### src/tsvc_pkg.sv
// tsvc_pkg: register indices, field layout, reset values and carriers
// for the tuner seek, band, volume and soft-mute configuration words.
// assumes a 16-bit register port addressed by register index.
package tsvc_pkg;

   localparam int ADDR_W = 8;
   localparam int DATA_W = 16;

   // register indices as the host addresses them
   localparam logic [7:0] REG_IDX_SBV  = 8'h05;
   localparam logic [7:0] REG_IDX_SMQ  = 8'h06;
   localparam logic [7:0] REG_IDX_STAT = 8'h10;

   localparam logic [15:0] SBV_RESET  = 16'h0000;
   localparam logic [15:0] SMQ_RESET  = 16'h0000;
   localparam logic [15:0] READ_UNMAP = 16'h0000;

   // seek_band_volume_config fields
   localparam int SBV_STRENGTH_LSB = 8;
   localparam int SBV_BAND_LSB   = 6;
   localparam int SBV_SPACE_LSB  = 4;
   localparam int SBV_VOL_LSB    = 0;

   // softmute_seek_quality_config fields
   localparam int SMQ_RATE_LSB  = 14;
   localparam int SMQ_DEPTH_LSB = 12;
   localparam int SMQ_RSVD_LSB  = 9;
   localparam int SMQ_VOLX_BIT  = 8;
   localparam int SMQ_SNR_LSB   = 4;
   localparam int SMQ_IMP_LSB   = 0;

   // status word layout
   localparam int STAT_PASS_BIT  = 0;
   localparam int STAT_RSSI_BIT  = 1;
   localparam int STAT_SNR_BIT   = 2;
   localparam int STAT_IMP_BIT   = 3;
   localparam int STAT_BAND_BIT  = 4;
   localparam int STAT_DONE_BIT  = 5;
   localparam int STAT_SEEK_BIT  = 6;

   localparam logic [1:0] BAND_WIDE_EU = 2'b00;
   localparam logic [1:0] BAND_WIDE_JP = 2'b01;
   localparam logic [1:0] BAND_JAPAN   = 2'b10;
   localparam logic [1:0] SPACE_200    = 2'b00;
   localparam logic [1:0] SPACE_100    = 2'b01;
   localparam logic [1:0] SPACE_50     = 2'b10;

   localparam int FREQ_W = 20;
   localparam logic [19:0] BASE_EU_KHZ = 20'h155CC;
   localparam logic [19:0] BASE_JP_KHZ = 20'h128E0;
   localparam logic [19:0] TOP_WIDE_KHZ = 20'h1A5E0;
   localparam logic [19:0] TOP_JP_KHZ  = 20'h15F90;
   localparam logic [7:0] STEP_200_KHZ = 8'hC8;
   localparam logic [7:0] STEP_100_KHZ = 8'h64;
   localparam logic [7:0] STEP_50_KHZ  = 8'h32;

   localparam logic [3:0] VOL_MUTE_CODE = 4'h0;
   localparam logic [3:0] VOL_TOP_CODE  = 4'hF;
   localparam logic [5:0] VOL_STEP_DB   = 6'h02;
   localparam logic [5:0] VOL_EXT_DB    = 6'h1E;
   localparam logic [4:0] SMUTE_BASE_DB = 5'h10;
   localparam logic [4:0] SMUTE_STEP_DB = 5'h02;
   localparam logic [3:0] CHECK_OFF     = 4'h0;
   localparam logic [4:0] IMP_SPAN      = 5'h10;

   typedef struct packed {
      logic [7:0] seek_strength_threshold;
      logic [1:0] band;
      logic [1:0] spacing;
      logic [3:0] volume;
      logic [1:0] softmute_rate;
      logic [1:0] softmute_depth;
      logic       extended_volume_range;
      logic [3:0] seek_snr_threshold;
      logic [3:0] seek_impulse_threshold;
   } tsvc_cfg_s;

   typedef struct packed {
      logic       valid;
      logic [7:0] rssi;
      logic [3:0] snr;
      logic [3:0] impulses;
   } tsvc_meas_s;

   function automatic logic [7:0] tsvc_step_khz(input logic [1:0] sp);
      case (sp)
         SPACE_100: tsvc_step_khz = STEP_100_KHZ;
         SPACE_50:  tsvc_step_khz = STEP_50_KHZ;
         default:   tsvc_step_khz = STEP_200_KHZ;
      endcase
   endfunction : tsvc_step_khz

   function automatic logic [19:0] tsvc_base_khz(input logic [1:0] bd);
      if (bd == BAND_WIDE_JP || bd == BAND_JAPAN) begin
         tsvc_base_khz = BASE_JP_KHZ;
      end else begin
         tsvc_base_khz = BASE_EU_KHZ;
      end
   endfunction : tsvc_base_khz

   function automatic logic [19:0] tsvc_top_khz(input logic [1:0] bd);
      tsvc_top_khz = (bd == BAND_JAPAN) ? TOP_JP_KHZ : TOP_WIDE_KHZ;
   endfunction : tsvc_top_khz

endpackage : tsvc_pkg

### src/tsvc_seek_qual.sv
// tsvc_seek_qual: judges one seek candidate against the programmed
// strength, snr and impulse thresholds.
// assumes measurements arrive on clk with a one-cycle valid.
`timescale 1ns/10ps
module tsvc_seek_qual (
   input  wire logic              clk,
   input  wire logic              rst_n,
   input  wire logic              seek_active,
   input  wire logic [7:0]        strength_thr,
   input  wire logic [3:0]        snr_thr,
   input  wire logic [3:0]        impulse_thr,
   input  wire tsvc_pkg::tsvc_meas_s meas,
   output logic                   qual_done,
   output logic                   qual_pass,
   output logic [2:0]             qual_reject
);
   import tsvc_pkg::*;

   logic rssi_bad;
   logic snr_bad;
   logic imp_bad;

   // disabled checks never reject
   assign rssi_bad = meas.rssi < strength_thr;
   assign snr_bad  = (snr_thr != CHECK_OFF) && (meas.snr < snr_thr);
   // larger code allows fewer impulses: code 1 allows 15, code 15 allows 1
   assign imp_bad  = (impulse_thr != CHECK_OFF) &&
                     ({1'b0, meas.impulses} > (IMP_SPAN - {1'b0, impulse_thr}));

   always_ff @(posedge clk or negedge rst_n) begin
      if (!rst_n) begin
         qual_done <= 1'b0;
      end else begin
         qual_done <= seek_active && meas.valid;
      end
   end

   // verdict holds until the next judged candidate
   always_ff @(posedge clk or negedge rst_n) begin
      if (!rst_n) begin
         qual_pass   <= 1'b0;
         qual_reject <= 3'b000;
      end else if (seek_active && meas.valid) begin
         qual_pass   <= !(rssi_bad || snr_bad || imp_bad);
         qual_reject <= {imp_bad, snr_bad, rssi_bad};
      end
   end

endmodule : tsvc_seek_qual

### src/tsvc_regs.sv
// tsvc_regs: two 16-bit configuration words for seek quality, band,
// spacing, volume and soft-mute, plus the outputs derived from them.
// assumes a single-cycle register port on clk and measurements on clk.
//
// Added by the designer: the address-and-strobe port.
`timescale 1ns/10ps
module tsvc_regs (
   input  wire logic                        clk,
   input  wire logic                        rst_n,
   input  wire logic [tsvc_pkg::ADDR_W-1:0] reg_addr,
   input  wire logic [tsvc_pkg::DATA_W-1:0] reg_wdata,
   input  wire logic                        reg_wr,
   input  wire logic                        reg_rd,
   output logic      [tsvc_pkg::DATA_W-1:0] reg_rdata,
   input  wire logic [9:0]                  channel_number,
   input  wire logic                        seek_active,
   input  wire tsvc_pkg::tsvc_meas_s        meas,
   output logic [tsvc_pkg::FREQ_W-1:0]      tuned_freq_khz,
   output logic                             freq_in_band,
   output logic                             vol_mute,
   output logic [5:0]                       vol_atten_db,
   output logic [1:0]                       softmute_rate,
   output logic [4:0]                       softmute_depth_db,
   output logic                             seek_done,
   output logic                             seek_pass,
   output logic [2:0]                       seek_reject
);
   import tsvc_pkg::*;

   logic [15:0]      sbv_r;
   logic [15:0]      smq_r;
   tsvc_cfg_s        cfg;
   logic [15:0]      stat_word;
   logic [15:0]      rdata_nxt;
   logic             wr_sbv;
   logic             wr_smq;
   logic             last_done_r;

   logic [19:0]      offset_khz;
   logic [19:0]      freq_nxt;
   logic             band_ok_nxt;
   logic [5:0]       atten_nxt;

   logic             qual_done;
   logic             qual_pass;
   logic [2:0]       qual_reject;

   assign wr_sbv = reg_wr && (reg_addr == REG_IDX_SBV);
   assign wr_smq = reg_wr && (reg_addr == REG_IDX_SMQ);

   // seek_band_volume_config, every bit read/write
   always_ff @(posedge clk or negedge rst_n) begin
      if (!rst_n) begin
         sbv_r <= SBV_RESET;
      end else if (wr_sbv) begin
         sbv_r <= reg_wdata;
      end
   end

   // reserved bits are not stored, so they read zero whatever is written
   always_ff @(posedge clk or negedge rst_n) begin
      if (!rst_n) begin
         smq_r <= SMQ_RESET;
      end else if (wr_smq) begin
         smq_r <= reg_wdata & ~(16'h0007 << SMQ_RSVD_LSB);
      end
   end

   // field view of both words
   always_comb begin
      cfg.seek_strength_threshold = sbv_r[SBV_STRENGTH_LSB +: 8];
      cfg.band                    = sbv_r[SBV_BAND_LSB +: 2];
      cfg.spacing                 = sbv_r[SBV_SPACE_LSB +: 2];
      cfg.volume                  = sbv_r[SBV_VOL_LSB +: 4];
      cfg.softmute_rate           = smq_r[SMQ_RATE_LSB +: 2];
      cfg.softmute_depth          = smq_r[SMQ_DEPTH_LSB +: 2];
      cfg.extended_volume_range   = smq_r[SMQ_VOLX_BIT];
      cfg.seek_snr_threshold      = smq_r[SMQ_SNR_LSB +: 4];
      cfg.seek_impulse_threshold  = smq_r[SMQ_IMP_LSB +: 4];
   end

   // tuned frequency; 10-bit channel times 8-bit step fits 18 bits
   always_comb begin
      offset_khz = {2'b00, 18'(channel_number * tsvc_step_khz(cfg.spacing))};
      freq_nxt   = 20'(tsvc_base_khz(cfg.band) + offset_khz);
      // reserved band never counts as in band
      band_ok_nxt = (cfg.band != 2'b11) &&
                    (freq_nxt <= tsvc_top_khz(cfg.band));
   end

   always_ff @(posedge clk or negedge rst_n) begin
      if (!rst_n) begin
         tuned_freq_khz <= BASE_EU_KHZ;
         freq_in_band   <= 1'b1;
      end else begin
         tuned_freq_khz <= freq_nxt;
         freq_in_band   <= band_ok_nxt;
      end
   end

   // attenuation below full scale in dB; 2 dB per code step
   always_comb begin
      atten_nxt = 6'((VOL_TOP_CODE - cfg.volume) * VOL_STEP_DB);
      if (cfg.extended_volume_range) begin
         atten_nxt = 6'(atten_nxt + VOL_EXT_DB);
      end
   end

   always_ff @(posedge clk or negedge rst_n) begin
      if (!rst_n) begin
         vol_mute     <= 1'b1;
         vol_atten_db <= 6'h00;
      end else begin
         vol_mute     <= (cfg.volume == VOL_MUTE_CODE);
         vol_atten_db <= atten_nxt;
      end
   end

   // depth falls 2 dB per code from 16 dB
   always_ff @(posedge clk or negedge rst_n) begin
      if (!rst_n) begin
         softmute_rate     <= 2'b00;
         softmute_depth_db <= SMUTE_BASE_DB;
      end else begin
         softmute_rate     <= cfg.softmute_rate;
         softmute_depth_db <= 5'(SMUTE_BASE_DB -
                              cfg.softmute_depth * SMUTE_STEP_DB);
      end
   end

   tsvc_seek_qual u_qual (
      .clk          (clk),
      .rst_n        (rst_n),
      .seek_active  (seek_active),
      .strength_thr (cfg.seek_strength_threshold),
      .snr_thr      (cfg.seek_snr_threshold),
      .impulse_thr  (cfg.seek_impulse_threshold),
      .meas         (meas),
      .qual_done    (qual_done),
      .qual_pass    (qual_pass),
      .qual_reject  (qual_reject)
   );

   // retimed so top outputs come straight from local flops
   always_ff @(posedge clk or negedge rst_n) begin
      if (!rst_n) begin
         seek_done   <= 1'b0;
         seek_pass   <= 1'b0;
         seek_reject <= 3'b000;
      end else begin
         seek_done   <= qual_done;
         seek_pass   <= qual_pass;
         seek_reject <= qual_reject;
      end
   end

   // sticky until the status word is read; a new verdict beats the read
   always_ff @(posedge clk or negedge rst_n) begin
      if (!rst_n) begin
         last_done_r <= 1'b0;
      end else if (qual_done) begin
         last_done_r <= 1'b1;
      end else if (reg_rd && reg_addr == REG_IDX_STAT) begin
         last_done_r <= 1'b0;
      end
   end

   always_comb begin
      stat_word                = 16'h0000;
      stat_word[STAT_PASS_BIT] = seek_pass;
      stat_word[STAT_RSSI_BIT] = seek_reject[0];
      stat_word[STAT_SNR_BIT]  = seek_reject[1];
      stat_word[STAT_IMP_BIT]  = seek_reject[2];
      stat_word[STAT_BAND_BIT] = freq_in_band;
      stat_word[STAT_DONE_BIT] = last_done_r;
      stat_word[STAT_SEEK_BIT] = seek_active;
   end

   always_comb begin
      unique case (reg_addr)
         REG_IDX_SBV:  rdata_nxt = sbv_r;
         REG_IDX_SMQ:  rdata_nxt = smq_r;
         REG_IDX_STAT: rdata_nxt = stat_word;
         default:      rdata_nxt = READ_UNMAP;
      endcase
   end

   // data stand one cycle only, zero otherwise
   always_ff @(posedge clk or negedge rst_n) begin
      if (!rst_n) begin
         reg_rdata <= 16'h0000;
      end else if (reg_rd) begin
         reg_rdata <= rdata_nxt;
      end else begin
         reg_rdata <= 16'h0000;
      end
   end

endmodule : tsvc_regs

### config.mk
export PLATFORM = sky130hd
export DESIGN_NAME = tsvc_regs
export DESIGN_NICKNAME = d
export VERILOG_FILES = /design/src/tsvc_pkg.sv /design/src/tsvc_seek_qual.sv /design/src/tsvc_regs.sv
export SDC_FILE = /design/constraint.sdc
export NUM_CORES = 1
export LEC_CHECK = 0
export BUFFER_PORTS_ARGS = -buffer_cell sky130_fd_sc_hd__buf_4
export CORE_MARGIN = 4
export CORE_UTILIZATION = 59
export CTS_BUF_LIST = sky130_fd_sc_hd__clkbuf_4
export CTS_CLUSTER_DIAMETER = 100
export DETAILED_ROUTE_END_ITERATION = 7
export PLACE_DENSITY = 0.82
export SLEW_MARGIN = 20
export SYNTH_ARGS = -nofsm -noshare
export SYNTH_HDL_FRONTEND = slang
export SYNTH_SLANG_ARGS = --single-unit
### constraint.sdc
create_clock -name clk -period 7.41 [get_ports clk]
set_input_delay 0.741 -clock clk [delete_from_list [all_inputs] [get_ports clk]]
set_output_delay 0.741 -clock clk [all_outputs]
set_load 0.02 [all_outputs]
==> results.json <==
{
  "grtUsageTotal_pct": 24.0,
  "vias": 4619,
  "yosysMostFrequentCell": "inv_1",
  "first_global_vias": 5013,
  "cp-end-kind": "flop",
  "clk_pin_slew_ns": 0.14,
  "dr.pass1.iters": 7,
  "critPathMaxFanout": 21,
  "viasPerCell": 5.40,
  "port_buffers": 108,
  "async_reset_ff_share_pct": 100,
  "setup_viol": 0,
  "min_period_ns": 6.83,
  "fin_crit_sh_pct": 92.1,
  "synth.top_cells.by_count": "inv_1, ha_1, dfrtp_1, fa_1, nand2_1",
  "cp_data_arrival_time_ns": 7.15,
  "ant_nets": 0,
  "power.density_nw_per_um2": 263,
  "slew_viol_final": 0,
  "min_path_type": "in2async",
  "dp_hpwl_um": 11400,
  "die_area_um2": 12600,
  "yosysSeqAreaShare_pct": 34.5,
  "p_leak_uw": 0.00395,
  "regArea_um2": 2220,
  "grt_max_degree": 89,
  "ctsRootBufferMaster": "clkbuf_4",
  "ys_seq_elements": 88,
  "vdd_drop_max_mv": 0.218,
  "crit_path_start_kind": "flop",
  "drt_iter0_markers": 270,
  "core_um2": 10500,
  "cts_resized": 0,
  "drive_above_1_share_pct": 24.3,
  "cts.sinks": 88,
  "setup-tns-final_ns": 0,
  "hold_violations": 0,
  "cts_tree": "yes",
  "finalWorstSetupSlack_ns": 0.583,
  "numCtsBuffers": 9,
  "syn_inst": 606,
  "multi_input_area_um2": 3690,
  "slew_headroom_pct": 27.6,
  "hold_buffers": 0,
  "clock_path_buffers": 2,
  "synth_edf_count": 0,
  "synth_cell_types": 49,
  "worst_skew_pair.late_latency_ns": 0.43,
  "die_w_um": 112,
  "synth_top_area_share_pct": 29.6,
  "cts_setup_buffers": 0,
  "grt_antenna_before_repair": 0,
  "area_growth_pct": 16.9,
  "synthTopCellsByArea": "dfrtp_1, ha_1, fa_1, inv_1, mux2_2",
  "antenna_cells": 0,
  "synth_area_leader_cell": "dfrtp_1",
  "avgSynthCellArea_um2": 10.6,
  "worstSetupPathType": "reg2reg",
  "ys.flop_type": "dfrtp_1",
  "wl_per_cell_um": 16.5,
  "clock.fmax_mhz": 146,
  "fin_total_pwr_uw": 1970,
  "syn_area_um2": 6420,
  "totalWireLength_um": 14200,
  "rows": 37,
  "htreeDepth": 3,
  "initial_core_util_pct": 61.4,
  "r2r_slack_ns": 0.58,
  "dp_slack_ns": 0.675,
  "grt_pass1_wl_um": 24300,
  "die_y_um": 112,
  "grt-ovfl-total": 0,
  "worst_pin_slew_ns": 1.08,
  "status": "finished clean",
  "final_nets": 899,
  "ios": 112,
  "finalClockSkew_ns": 0.0163,
  "cap_violations": 0,
  "rsz0062_at_grt": "false",
  "fillers": 771,
  "drc": 0,
  "required_ns": 7.73,
  "yosysWarnings": 0,
  "gp_routability_congestion": 0.919
}
-- per-layer routing --
layer	GRT usage [%]	share of wire, %	routed length [um]
met1	32.3	42	6000
met2	39.9	50	7030
met3	5.01	6.3	889
met4	6.33	1.7	238
met5	0	0	0
-- power breakdown --
| part | internal (uW) | switching [uW] |
|---|---|---|
| Sequential | 569 | 37.9 |
| Combinational | 459 | 639 |
| Clock | 109 | 161 |
| Total | 1140 | 838 |
-- worst paths after layout --
kind,end,start,cells after the start
max in group asynchronous,tuned_freq_khz[18]$_DFF_PN0_,rst_n,1
min reg2reg,seek_reject[2]$_DFF_PN0_,u_qual.qual_reject[2]$_DFFE_PN0P_,0
min,vol_atten_db[5]$_DFF_PN0_,rst_n,1
max,freq_in_band$_DFF_PN1_,sbv_r[4]$_DFFE_PN0P_,22
min in group clk,seek_reject[2]$_DFF_PN0_,u_qual.qual_reject[2]$_DFFE_PN0P_,0
max reg2reg,freq_in_band$_DFF_PN1_,sbv_r[4]$_DFFE_PN0P_,22
-- registers in the layout, summed over array words and instances, names as in the netlist --
signal	count
sbv_r	16
u_qual.qual_done	1
seek_pass	1
u_qual.qual_reject	3
softmute_depth_db	4
vol_mute	1
seek_reject	3
seek_done	1
softmute_rate	2
smq_r	13
vol_atten_db	5
tuned_freq_khz	19
last_done_r	1
reg_rdata	16
freq_in_band	1
u_qual.qual_pass	1
-- area by class of cell --
class,instances,area share (%)
clock inverters,6,0.917
repair buffers,110,11.0
well taps,136,2.27
multi-input cells,384,49.1
inverters,122,6.10
flip-flops and latches,88,29.5
clock buffers,10,1.00
-- critical path, cell delays in order (launching register included) --
cell       delay (ns)
dfrtp_1          0.41
inv_1            0.08
ha_1             0.72
nand2_1          0.26
fa_1             0.57
fa_1             0.54
inv_1            0.05
fa_1             0.52
inv_1            0.05
fa_1             0.52
inv_1            0.04
ha_1             0.36
and3_1           0.23
a211oi_1         0.32
o22ai_1          0.14
a311oi_2         0.39
xnor2_1          0.15
ha_1             0.35
nand2_1          0.06
nor4_1           0.23
a41oi_1          0.16
a21boi_0         0.18
a2111oi_2        0.39
-- stage by stage --
stage	instance area, um2	std cells	util, %	hold slack [ns]
6_report	7510	856	71.8	0.322
5_1_grt	7510	856	71.8	0.393
4_1_cts	7500	856	71.7	0.394
3_5_place_dp	7360	840	70.4	0.366
3_3_place_gp	7360	840	70.4	0.361
2_1_floorplan	6430	608	-	0.350
-- layout by cell type (no fill, tap or decap), types with 14 or more instances in the layout --
cell	netlist	final
a21oi_1	14	14
buf_4	3	109
dfrtp_1	76	76
fa_1	48	48
ha_1	80	80
inv_1	122	122
mux2_2	30	30
nand2_1	39	39
nor2_1	26	26
nor2b_1	23	23
-- cells by family after synthesis --
family	count (synthesis)	share of synthesized area (%)
AOI/OAI and AO/OA	69	7.81
muxes	31	5.42
xor gates and xnor gates	19	2.59
adders and majority gates	128	30.6
DFF	88	34.5
other	1	0.0584
and+or+nand+nor	134	10.9
buffers and inverters	136	8.13
No activity file was read; power rests on OpenSTA's default activity.
